--- src/core/trld_defs.svh ---
`ifndef TRLD_DEFS_SVH
`define TRLD_DEFS_SVH
// Opcodes, 10 bits
`define TRLD_OP_LOAD_T2     10'h231
`define TRLD_OP_LOAD_T3     10'h232
`define TRLD_OP_LOAD_T4L    10'h233
`define TRLD_OP_LOAD_T4H    10'h237
`define TRLD_OP_COPY_T4L    10'h297
// Instruction properties
`define TRLD_WORDS  1
`define TRLD_CYCLES 1
// Field positions
`define TRLD_HI_MSB 7
`define TRLD_HI_LSB 4
`define TRLD_LO_MSB 3
`define TRLD_LO_LSB 0
`define TRLD_RST_VAL 8'h00
`endif

--- src/core/trld_pkg.sv ---
package trld_pkg;
   typedef enum logic [2:0] {
      TRLD_NONE,
      TRLD_T2,
      TRLD_T3,
      TRLD_T4L,
      TRLD_T4H,
      TRLD_CPY
   } trld_op_t;

   typedef struct packed {
      logic [7:0] second_timer;
      logic [7:0] second_timer_reload;
      logic [7:0] third_timer;
      logic [7:0] third_timer_reload;
      logic [7:0] fourth_timer;
      logic [7:0] fourth_timer_low_reload;
      logic [7:0] fourth_timer_high_reload;
   } trld_regs_t;
endpackage

--- src/core/trld_decode.sv ---
`timescale 1ns/1ps
`include "trld_defs.svh"
module trld_decode (
   input  wire logic [9:0]       opcode_in,
   input  wire logic             valid_in,
   output trld_pkg::trld_op_t    op_out
);
   always_comb begin
      op_out = trld_pkg::TRLD_NONE;
      if (valid_in) begin
         unique case (opcode_in)
            `TRLD_OP_LOAD_T2:     op_out = trld_pkg::TRLD_T2;
            `TRLD_OP_LOAD_T3:     op_out = trld_pkg::TRLD_T3;
            `TRLD_OP_LOAD_T4L:    op_out = trld_pkg::TRLD_T4L;
            `TRLD_OP_LOAD_T4H:    op_out = trld_pkg::TRLD_T4H;
            `TRLD_OP_COPY_T4L:    op_out = trld_pkg::TRLD_CPY;
            default:              op_out = trld_pkg::TRLD_NONE;
         endcase
      end
   end
endmodule // trld_decode

--- src/core/trld_core.sv ---
`timescale 1ns/1ps
`include "trld_defs.svh"
// Behaviour
// - Opcode 1000110001 loads second timer; one word, one cycle, no skip.
// - Second timer and its reload get B high nibble, A low nibble.
// - Opcode 1000110010 loads third timer; one word, one cycle, no skip.
// - Third timer and its reload get B high nibble, A low nibble.
// - Opcode 1000110011 loads fourth timer and low reload; single cycle.
// - Fourth timer and low reload get B/A nibbles; high reload untouched.
// - Opcode 1000110111 loads fourth timer high reload; one cycle.
// - High reload gets B high, A low nibble; counter not written.
// - Opcode 1010010111 copies whole low reload into fourth timer.
module trld_core (
   input  wire logic              clk_in,
   input  wire logic              nrst_in,
   input  wire logic [9:0]        opcode_in,
   input  wire logic              exec_in,
   input  wire logic [3:0]        acc_in,
   input  wire logic [3:0]        reg_b_in,
   output trld_pkg::trld_regs_t   regs_out,
   output logic                   hit_out,
   output logic                   skip_out,
   output logic                   carry_we_out
);
   logic                 nrst_meta;
   logic                 nrst_sync;
   trld_pkg::trld_op_t   op;
   logic [7:0]           ba;
   logic [7:0]           second_timer;
   logic [7:0]           second_timer_reload;
   logic [7:0]           third_timer;
   logic [7:0]           third_timer_reload;
   logic [7:0]           fourth_timer;
   logic [7:0]           fourth_timer_low_reload;
   logic [7:0]           fourth_timer_high_reload;

   // Register B gives the upper nibble, the accumulator the lower
   function automatic logic [7:0] join_nibbles(input logic [3:0] hi,
                                               input logic [3:0] lo);
      logic [7:0] v;
      v[`TRLD_HI_MSB:`TRLD_HI_LSB] = hi;
      v[`TRLD_LO_MSB:`TRLD_LO_LSB] = lo;
      return v;
   endfunction

   // Assert at once, release on the clock to avoid a ragged exit
   always_ff @(posedge clk_in or negedge nrst_in) begin
      if (!nrst_in) begin
         nrst_meta <= 1'b0;
         nrst_sync <= 1'b0;
      end else begin
         nrst_meta <= 1'b1;
         nrst_sync <= nrst_meta;
      end
   end

   trld_decode u_dec (
      .opcode_in (opcode_in),
      .valid_in  (exec_in),
      .op_out    (op)
   );

   assign ba = join_nibbles(reg_b_in, acc_in);
   // Single-cycle, never skips, never writes carry
   assign hit_out      = (op != trld_pkg::TRLD_NONE);
   assign skip_out     = 1'b0;
   assign carry_we_out = 1'b0;

   always_comb begin
      regs_out.second_timer             = second_timer;
      regs_out.second_timer_reload      = second_timer_reload;
      regs_out.third_timer              = third_timer;
      regs_out.third_timer_reload       = third_timer_reload;
      regs_out.fourth_timer             = fourth_timer;
      regs_out.fourth_timer_low_reload  = fourth_timer_low_reload;
      regs_out.fourth_timer_high_reload = fourth_timer_high_reload;
   end

   always_ff @(posedge clk_in or negedge nrst_sync) begin
      if (!nrst_sync) begin
         second_timer        <= `TRLD_RST_VAL;
         second_timer_reload <= `TRLD_RST_VAL;
      end else if (op == trld_pkg::TRLD_T2) begin
         second_timer        <= ba;
         second_timer_reload <= ba;
      end
   end

   always_ff @(posedge clk_in or negedge nrst_sync) begin
      if (!nrst_sync) begin
         third_timer        <= `TRLD_RST_VAL;
         third_timer_reload <= `TRLD_RST_VAL;
      end else if (op == trld_pkg::TRLD_T3) begin
         third_timer        <= ba;
         third_timer_reload <= ba;
      end
   end

   // fourth timer counter
   // One op per cycle, so the copy never races a low reload load
   always_ff @(posedge clk_in or negedge nrst_sync) begin
      if (!nrst_sync) begin
         fourth_timer <= `TRLD_RST_VAL;
      end else if (op == trld_pkg::TRLD_T4L) begin
         fourth_timer <= ba;
      end else if (op == trld_pkg::TRLD_CPY) begin
         fourth_timer <= fourth_timer_low_reload;
      end
   end

   always_ff @(posedge clk_in or negedge nrst_sync) begin
      if (!nrst_sync) begin
         fourth_timer_low_reload <= `TRLD_RST_VAL;
      end else if (op == trld_pkg::TRLD_T4L) begin
         fourth_timer_low_reload <= ba;
      end
   end

   always_ff @(posedge clk_in or negedge nrst_sync) begin
      if (!nrst_sync) begin
         fourth_timer_high_reload <= `TRLD_RST_VAL;
      end else if (op == trld_pkg::TRLD_T4H) begin
         fourth_timer_high_reload <= ba;
      end
   end

   chk_t2_load: assert property (
      @(posedge clk_in) disable iff (!nrst_sync)
      exec_in && opcode_in == `TRLD_OP_LOAD_T2 |=>
      second_timer == {$past(reg_b_in), $past(acc_in)} &&
      second_timer_reload == second_timer)
      else $error("second timer load wrong");
   chk_t3_load: assert property (
      @(posedge clk_in) disable iff (!nrst_sync)
      exec_in && opcode_in == `TRLD_OP_LOAD_T3 |=>
      third_timer == {$past(reg_b_in), $past(acc_in)} &&
      third_timer_reload == third_timer)
      else $error("third timer load wrong");
   chk_t4_load: assert property (
      @(posedge clk_in) disable iff (!nrst_sync)
      exec_in && opcode_in == `TRLD_OP_LOAD_T4L |=>
      fourth_timer_low_reload == {$past(reg_b_in), $past(acc_in)} &&
      fourth_timer == fourth_timer_low_reload &&
      $stable(fourth_timer_high_reload))
      else $error("fourth timer load wrong");
   chk_t4h_load: assert property (
      @(posedge clk_in) disable iff (!nrst_sync)
      exec_in && opcode_in == `TRLD_OP_LOAD_T4H |=>
      fourth_timer_high_reload == {$past(reg_b_in), $past(acc_in)} &&
      $stable(fourth_timer))
      else $error("high reload load wrong");
   chk_copy_low: assert property (
      @(posedge clk_in) disable iff (!nrst_sync)
      exec_in && opcode_in == `TRLD_OP_COPY_T4L |=>
      fourth_timer == $past(fourth_timer_low_reload))
      else $error("low reload copy wrong");
   chk_t2_decode: assert property (
      @(posedge clk_in) disable iff (!nrst_sync)
      exec_in && opcode_in == `TRLD_OP_LOAD_T2 |->
      op == trld_pkg::TRLD_T2 && hit_out && !skip_out && !carry_we_out)
      else $error("second timer opcode missed");
   chk_t3_decode: assert property (
      @(posedge clk_in) disable iff (!nrst_sync)
      exec_in && opcode_in == `TRLD_OP_LOAD_T3 |->
      op == trld_pkg::TRLD_T3 && hit_out && !skip_out && !carry_we_out)
      else $error("third timer opcode missed");
   chk_t4_decode: assert property (
      @(posedge clk_in) disable iff (!nrst_sync)
      exec_in && opcode_in == `TRLD_OP_LOAD_T4L |->
      op == trld_pkg::TRLD_T4L && hit_out && !skip_out && !carry_we_out)
      else $error("fourth timer opcode wrong");
   chk_t4h_decode: assert property (
      @(posedge clk_in) disable iff (!nrst_sync)
      exec_in && opcode_in == `TRLD_OP_LOAD_T4H |->
      op == trld_pkg::TRLD_T4H && hit_out && !skip_out && !carry_we_out)
      else $error("high reload opcode missed");
   chk_idle_hold: assert property (
      @(posedge clk_in) disable iff (!nrst_sync)
      !hit_out |=> $stable({second_timer, second_timer_reload,
                            third_timer, third_timer_reload,
                            fourth_timer, fourth_timer_low_reload,
                            fourth_timer_high_reload}))
      else $error("registers changed when idle");
   chk_t2_others: assert property (
      @(posedge clk_in) disable iff (!nrst_sync)
      exec_in && opcode_in == `TRLD_OP_LOAD_T2 |=>
      $stable({third_timer, third_timer_reload, fourth_timer,
               fourth_timer_low_reload, fourth_timer_high_reload}))
      else $error("second timer load disturbed others");
   chk_t3_others: assert property (
      @(posedge clk_in) disable iff (!nrst_sync)
      exec_in && opcode_in == `TRLD_OP_LOAD_T3 |=>
      $stable({second_timer, second_timer_reload, fourth_timer,
               fourth_timer_low_reload, fourth_timer_high_reload}))
      else $error("third timer load disturbed others");
   chk_t4_others: assert property (
      @(posedge clk_in) disable iff (!nrst_sync)
      exec_in && opcode_in == `TRLD_OP_LOAD_T4L |=>
      $stable({second_timer, second_timer_reload,
               third_timer, third_timer_reload}))
      else $error("fourth timer load disturbed others");
   chk_t4h_others: assert property (
      @(posedge clk_in) disable iff (!nrst_sync)
      exec_in && opcode_in == `TRLD_OP_LOAD_T4H |=>
      $stable({second_timer, second_timer_reload, third_timer,
               third_timer_reload, fourth_timer_low_reload}))
      else $error("high reload load disturbed others");
   chk_copy_others: assert property (
      @(posedge clk_in) disable iff (!nrst_sync)
      exec_in && opcode_in == `TRLD_OP_COPY_T4L |=>
      $stable({second_timer, second_timer_reload, third_timer,
               third_timer_reload, fourth_timer_low_reload,
               fourth_timer_high_reload}))
      else $error("low reload copy disturbed others");
endmodule // trld_core

--- config.mk ---
export PLATFORM = sky130hd
export DESIGN_NAME = trld_core
export DESIGN_NICKNAME = d
export VERILOG_FILES = /design/src/core/trld_pkg.sv /design/src/core/trld_decode.sv /design/src/core/trld_core.sv
export VERILOG_INCLUDE_DIRS = /design/src /design/src/core
export SDC_FILE = /design/constraint.sdc
export NUM_CORES = 1
export LEC_CHECK = 0
export ABC_AREA = 1
export BUFFER_PORTS_ARGS = -buffer_cell sky130_fd_sc_hd__buf_2
export CAP_MARGIN = 15
export CELL_PAD_IN_SITES_DETAIL_PLACEMENT = 0
export CELL_PAD_IN_SITES_GLOBAL_PLACEMENT = 2
export CORE_ASPECT_RATIO = 0.7
export CORE_UTILIZATION = 29
export CTS_CLUSTER_DIAMETER = 120
export DETAILED_ROUTE_END_ITERATION = 12
export PLACE_DENSITY_LB_ADDON = 0.15
export SLEW_MARGIN = 20
export SYNTH_ARGS = -nofsm -noshare
export SYNTH_HDL_FRONTEND = slang
export SYNTH_HIERARCHICAL = 1
export SYNTH_SLANG_ARGS = --single-unit
export TNS_END_PERCENT = 5
--- constraint.sdc ---
create_clock -name clk_in -period 3.5 [get_ports clk_in]
set_input_delay 0.35 -clock clk_in [delete_from_list [all_inputs] [get_ports clk_in]]
set_output_delay 0.35 -clock clk_in [all_outputs]
set_load 0.03 [all_outputs]
==> impl_metrics.env <==
export IMPL_powerDensity_nw_per_um2=408
export IMPL_worstSetupPathType="in -> out"
export IMPL_cp_required_ns=3.15
export IMPL_stdcell_count=373
export IMPL_grt_overflow=0
export IMPL_clk_latency_ns=0.30
export IMPL_first_pass_iters=4
export IMPL_fin_tns_setup_ns=0
export IMPL_synth_area_top_cells="dfrtp_1 54%, nand2_1 13%, buf_4 7.3%"
export IMPL_die_area_um2=7050
export IMPL_syn2layout_area_growth_pct=23.8
export IMPL_place_area_um2=2290
export IMPL_grt_max_degree=41
export IMPL_sw_frac_of_total=0.254
export IMPL_ys_seq_area_frac=0.539
export IMPL_totalWireLength_mm=4.61
export IMPL_power_switching_uw=250
export IMPL_cp_max_fo=13
export IMPL_avgSynthCellArea_um2=8.98
export IMPL_num_io_pins=80
export IMPL_yosys_warnings=6
export IMPL_n_antenna_cell=0
export IMPL_rsz0062_at_grt="false"
export IMPL_cts_sinks=42
export IMPL_synth_edf_count=0
export IMPL_final_area_um2=2410
export IMPL_maxCapViolations=0
export IMPL_hold_path_class="in -> async"
export IMPL_wl_per_cell_um=12.4
export IMPL_power_frac_clock=0.393
export IMPL_grt_pass1_wl_mm=7.87
export IMPL_die_w_um=100
export IMPL_synth_top_area_cell="dfrtp_1"
export IMPL_synth_cells=217
export IMPL_grt_usage=0.147
export IMPL_reg2reg_to="third_timer_reload[0]"
export IMPL_cp_cell_sequence="buf_2 > inv_1 > nand3_1 > nor2_1 > nand3_1 > nand2_1 > nor2_1 > nand2_1 > buf_2"
export IMPL_fin_nets=302
export IMPL_syn_area_um2=1950
export IMPL_synth_cell_types=21
export IMPL_drtIter0Drc=54
export IMPL_core_area_um2=6370
export IMPL_cts_root_buf="clkbuf_8"
export IMPL_routabilityCongestion=0.687
export IMPL_worst_pin_slew_ns=0.879
export IMPL_dp_cells=364
export IMPL_internal_power_uw=734
export IMPL_dp_final_hpwl_mm=3.48
export IMPL_cp_top_family="simple AND/OR/NAND/NOR gates"
export IMPL_crit_slowest_cell="nand2_1"
export IMPL_drtAntennaViolNets=0
export IMPL_power_uw=984
export IMPL_vias_per_cell=4.18
export IMPL_worst_setup_path_start_kind="input port"
export IMPL_num_vias=1560
export IMPL_vdd_drop_max_v=0.000131
export IMPL_slew_headroom=0.414
export IMPL_critPathMaxStageDelay_ns=0.43
export IMPL_path_clk_slew_ns=0.08
export IMPL_drive_above_1_share=0.376
export IMPL_synth_top_cell_area_share=0.539
export IMPL_max_freq_mhz=499
export IMPL_grt_pass1_vias=1559
export IMPL_cts_made_buffers=5
export IMPL_finClkSkew_ns=0.00483
export IMPL_drc=0
export IMPL_fin_crit_ns=2.01
export IMPL_status="finished clean"
export IMPL_initial_core_util=0.306
export IMPL_post_cts_setup_buffers=0
export IMPL_synth_ff_latch_count=42
export IMPL_finalMaxSlewViolations=0
export IMPL_antenna_found_initial=0
export IMPL_crit_arrival_ns=1.66
export IMPL_hold_violations=0
export IMPL_num_rows=24
export IMPL_ff2ff_setup_slack_ns=2.55
export IMPL_path_buf_inv=3
export IMPL_synth_top_flop_cell="dfrtp_1"
export IMPL_r2r_start="nrst_sync"
export IMPL_p_comb_frac=0.089
export IMPL_p_leak_uw=0.00140
export IMPL_cts_max_level=2
export IMPL_timing_final_crit_share=0.573
export IMPL_end_kind="primary output"
export IMPL_pwr_share_seq=0.518
export IMPL_r2r_cells=0
export IMPL_async_flop_share=1.00
export IMPL_cts_tree="done"
export IMPL_setup_viol=0
export IMPL_io_buffers=77
export IMPL_cts_buffer_depth=2
export IMPL_dieHeight_um=70.6
export IMPL_final_util=0.379
==> layout by cell type, fill, tap and decap left out <==
cell type	instances
bufinv_16	1
nand2_2	9
o21ai_0	22
nor2_1	8
dfrtp_1	41
nand3_1	4
nor2_4	1
dlygate4sd3_1	1
inv_2	2
dfrtp_2	1
clkbuf_8	5
conb_1	3
nand3_2	2
inv_6	1
clkbuf_1	1
inv_1	19
buf_2	77
o21ai_1	2
nand4_1	8
nand2_8	1
nand2_1	67
clkinvlp_4	1
a21oi_2	1
buf_4	1
nand3_4	2
nor3_2	1
==> final cells by class <==
class | count | area [um^2]
timing repair buffer | 79 | 403
fill | 731 | 3960
sequential | 42 | 1050
multi-input combinational | 131 | 644
clock inverter | 2 | 37.5
clock buffer | 6 | 72.6
inverter | 22 | 87.6
tap | 91 | 114
==> per-stage QoR <==
| stage | hold slack, ns | setup WS, ns |
|---|---|---|
| finish | 0.355 | 1.49 |
| global route | 0.358 | 1.28 |
| CTS | 0.345 | 1.50 |
| detailed placement | 0.136 | 1.47 |
| global placement | 0.137 | 1.49 |
| floorplan | 0.0544 | 2.03 |
==> cell usage after synthesis, types with 2 or more instances <==
cell type  instances
o21ai_0           22
nand3_2            2
nand3_1            4
o21ai_1            2
nor2_1             8
buf_4             19
buf_2              3
inv_2              2
dfrtp_1           42
nand2_2            9
conb_1             2
inv_1             19
nand3_4            2
nand2_1           67
nand4_1            8
==> state kept, by name, indices dropped and copies added, names as in the netlist <==
register,count
fourth_timer,8
second_timer_reload,8
fourth_timer_high_reload,8
nrst_meta,1
third_timer_reload,8
fourth_timer_low_reload,8
nrst_sync,1
==> routing by layer <==
layer  global-route usage  wire, um  vias to the layer above
li1                     -         -                      791
met1                0.223      2430                      704
met2                0.204      1810                       63
met3               0.0385       340                        2
met4               0.0441        25                        0
met5                    0         0                        -
==> worst max-delay path by stage <==
stage                       from  cells past startpoint                          end
detailed placement  opcode_in[3]                      9  fourth_timer_high_reload[3]
CTS                 opcode_in[3]                      9                      hit_out
floorplan           opcode_in[3]                      7                      hit_out
finish              opcode_in[3]                      9                      hit_out
global placement    opcode_in[3]                      9                      hit_out
global route        opcode_in[3]                      9                      hit_out
==> cell families after synthesis <==
kind of cell | count (synthesis) | share of synthesized area
flip-flops | 42 | 0.540
AO/OA/AOI/OAI | 25 | 0.0662
buffers and inverters | 45 | 0.132
AND/OR/NAND/NOR | 103 | 0.259
other | 2 | 0.00386
==> power by group through the flow <==
stage | logic [uW] | clock network, uW | registers (uW)
floorplan | 44.5 | 0 | 535
global placement | 87.7 | 0 | 521
detailed placement | 87.2 | 0 | 521
CTS | 88.3 | 398 | 512
global route | 96.3 | 422 | 514
finish | 87.4 | 387 | 510
==> timing repair <==
| action | in CTS | in global routing |
|---|---|---|
| resized for setup | 0 | 0 |
| hold endpoints to repair | 2 | 0 |
| hold buffers | 1 | 0 |
Note: power is estimated with default switching activity, not from simulation.
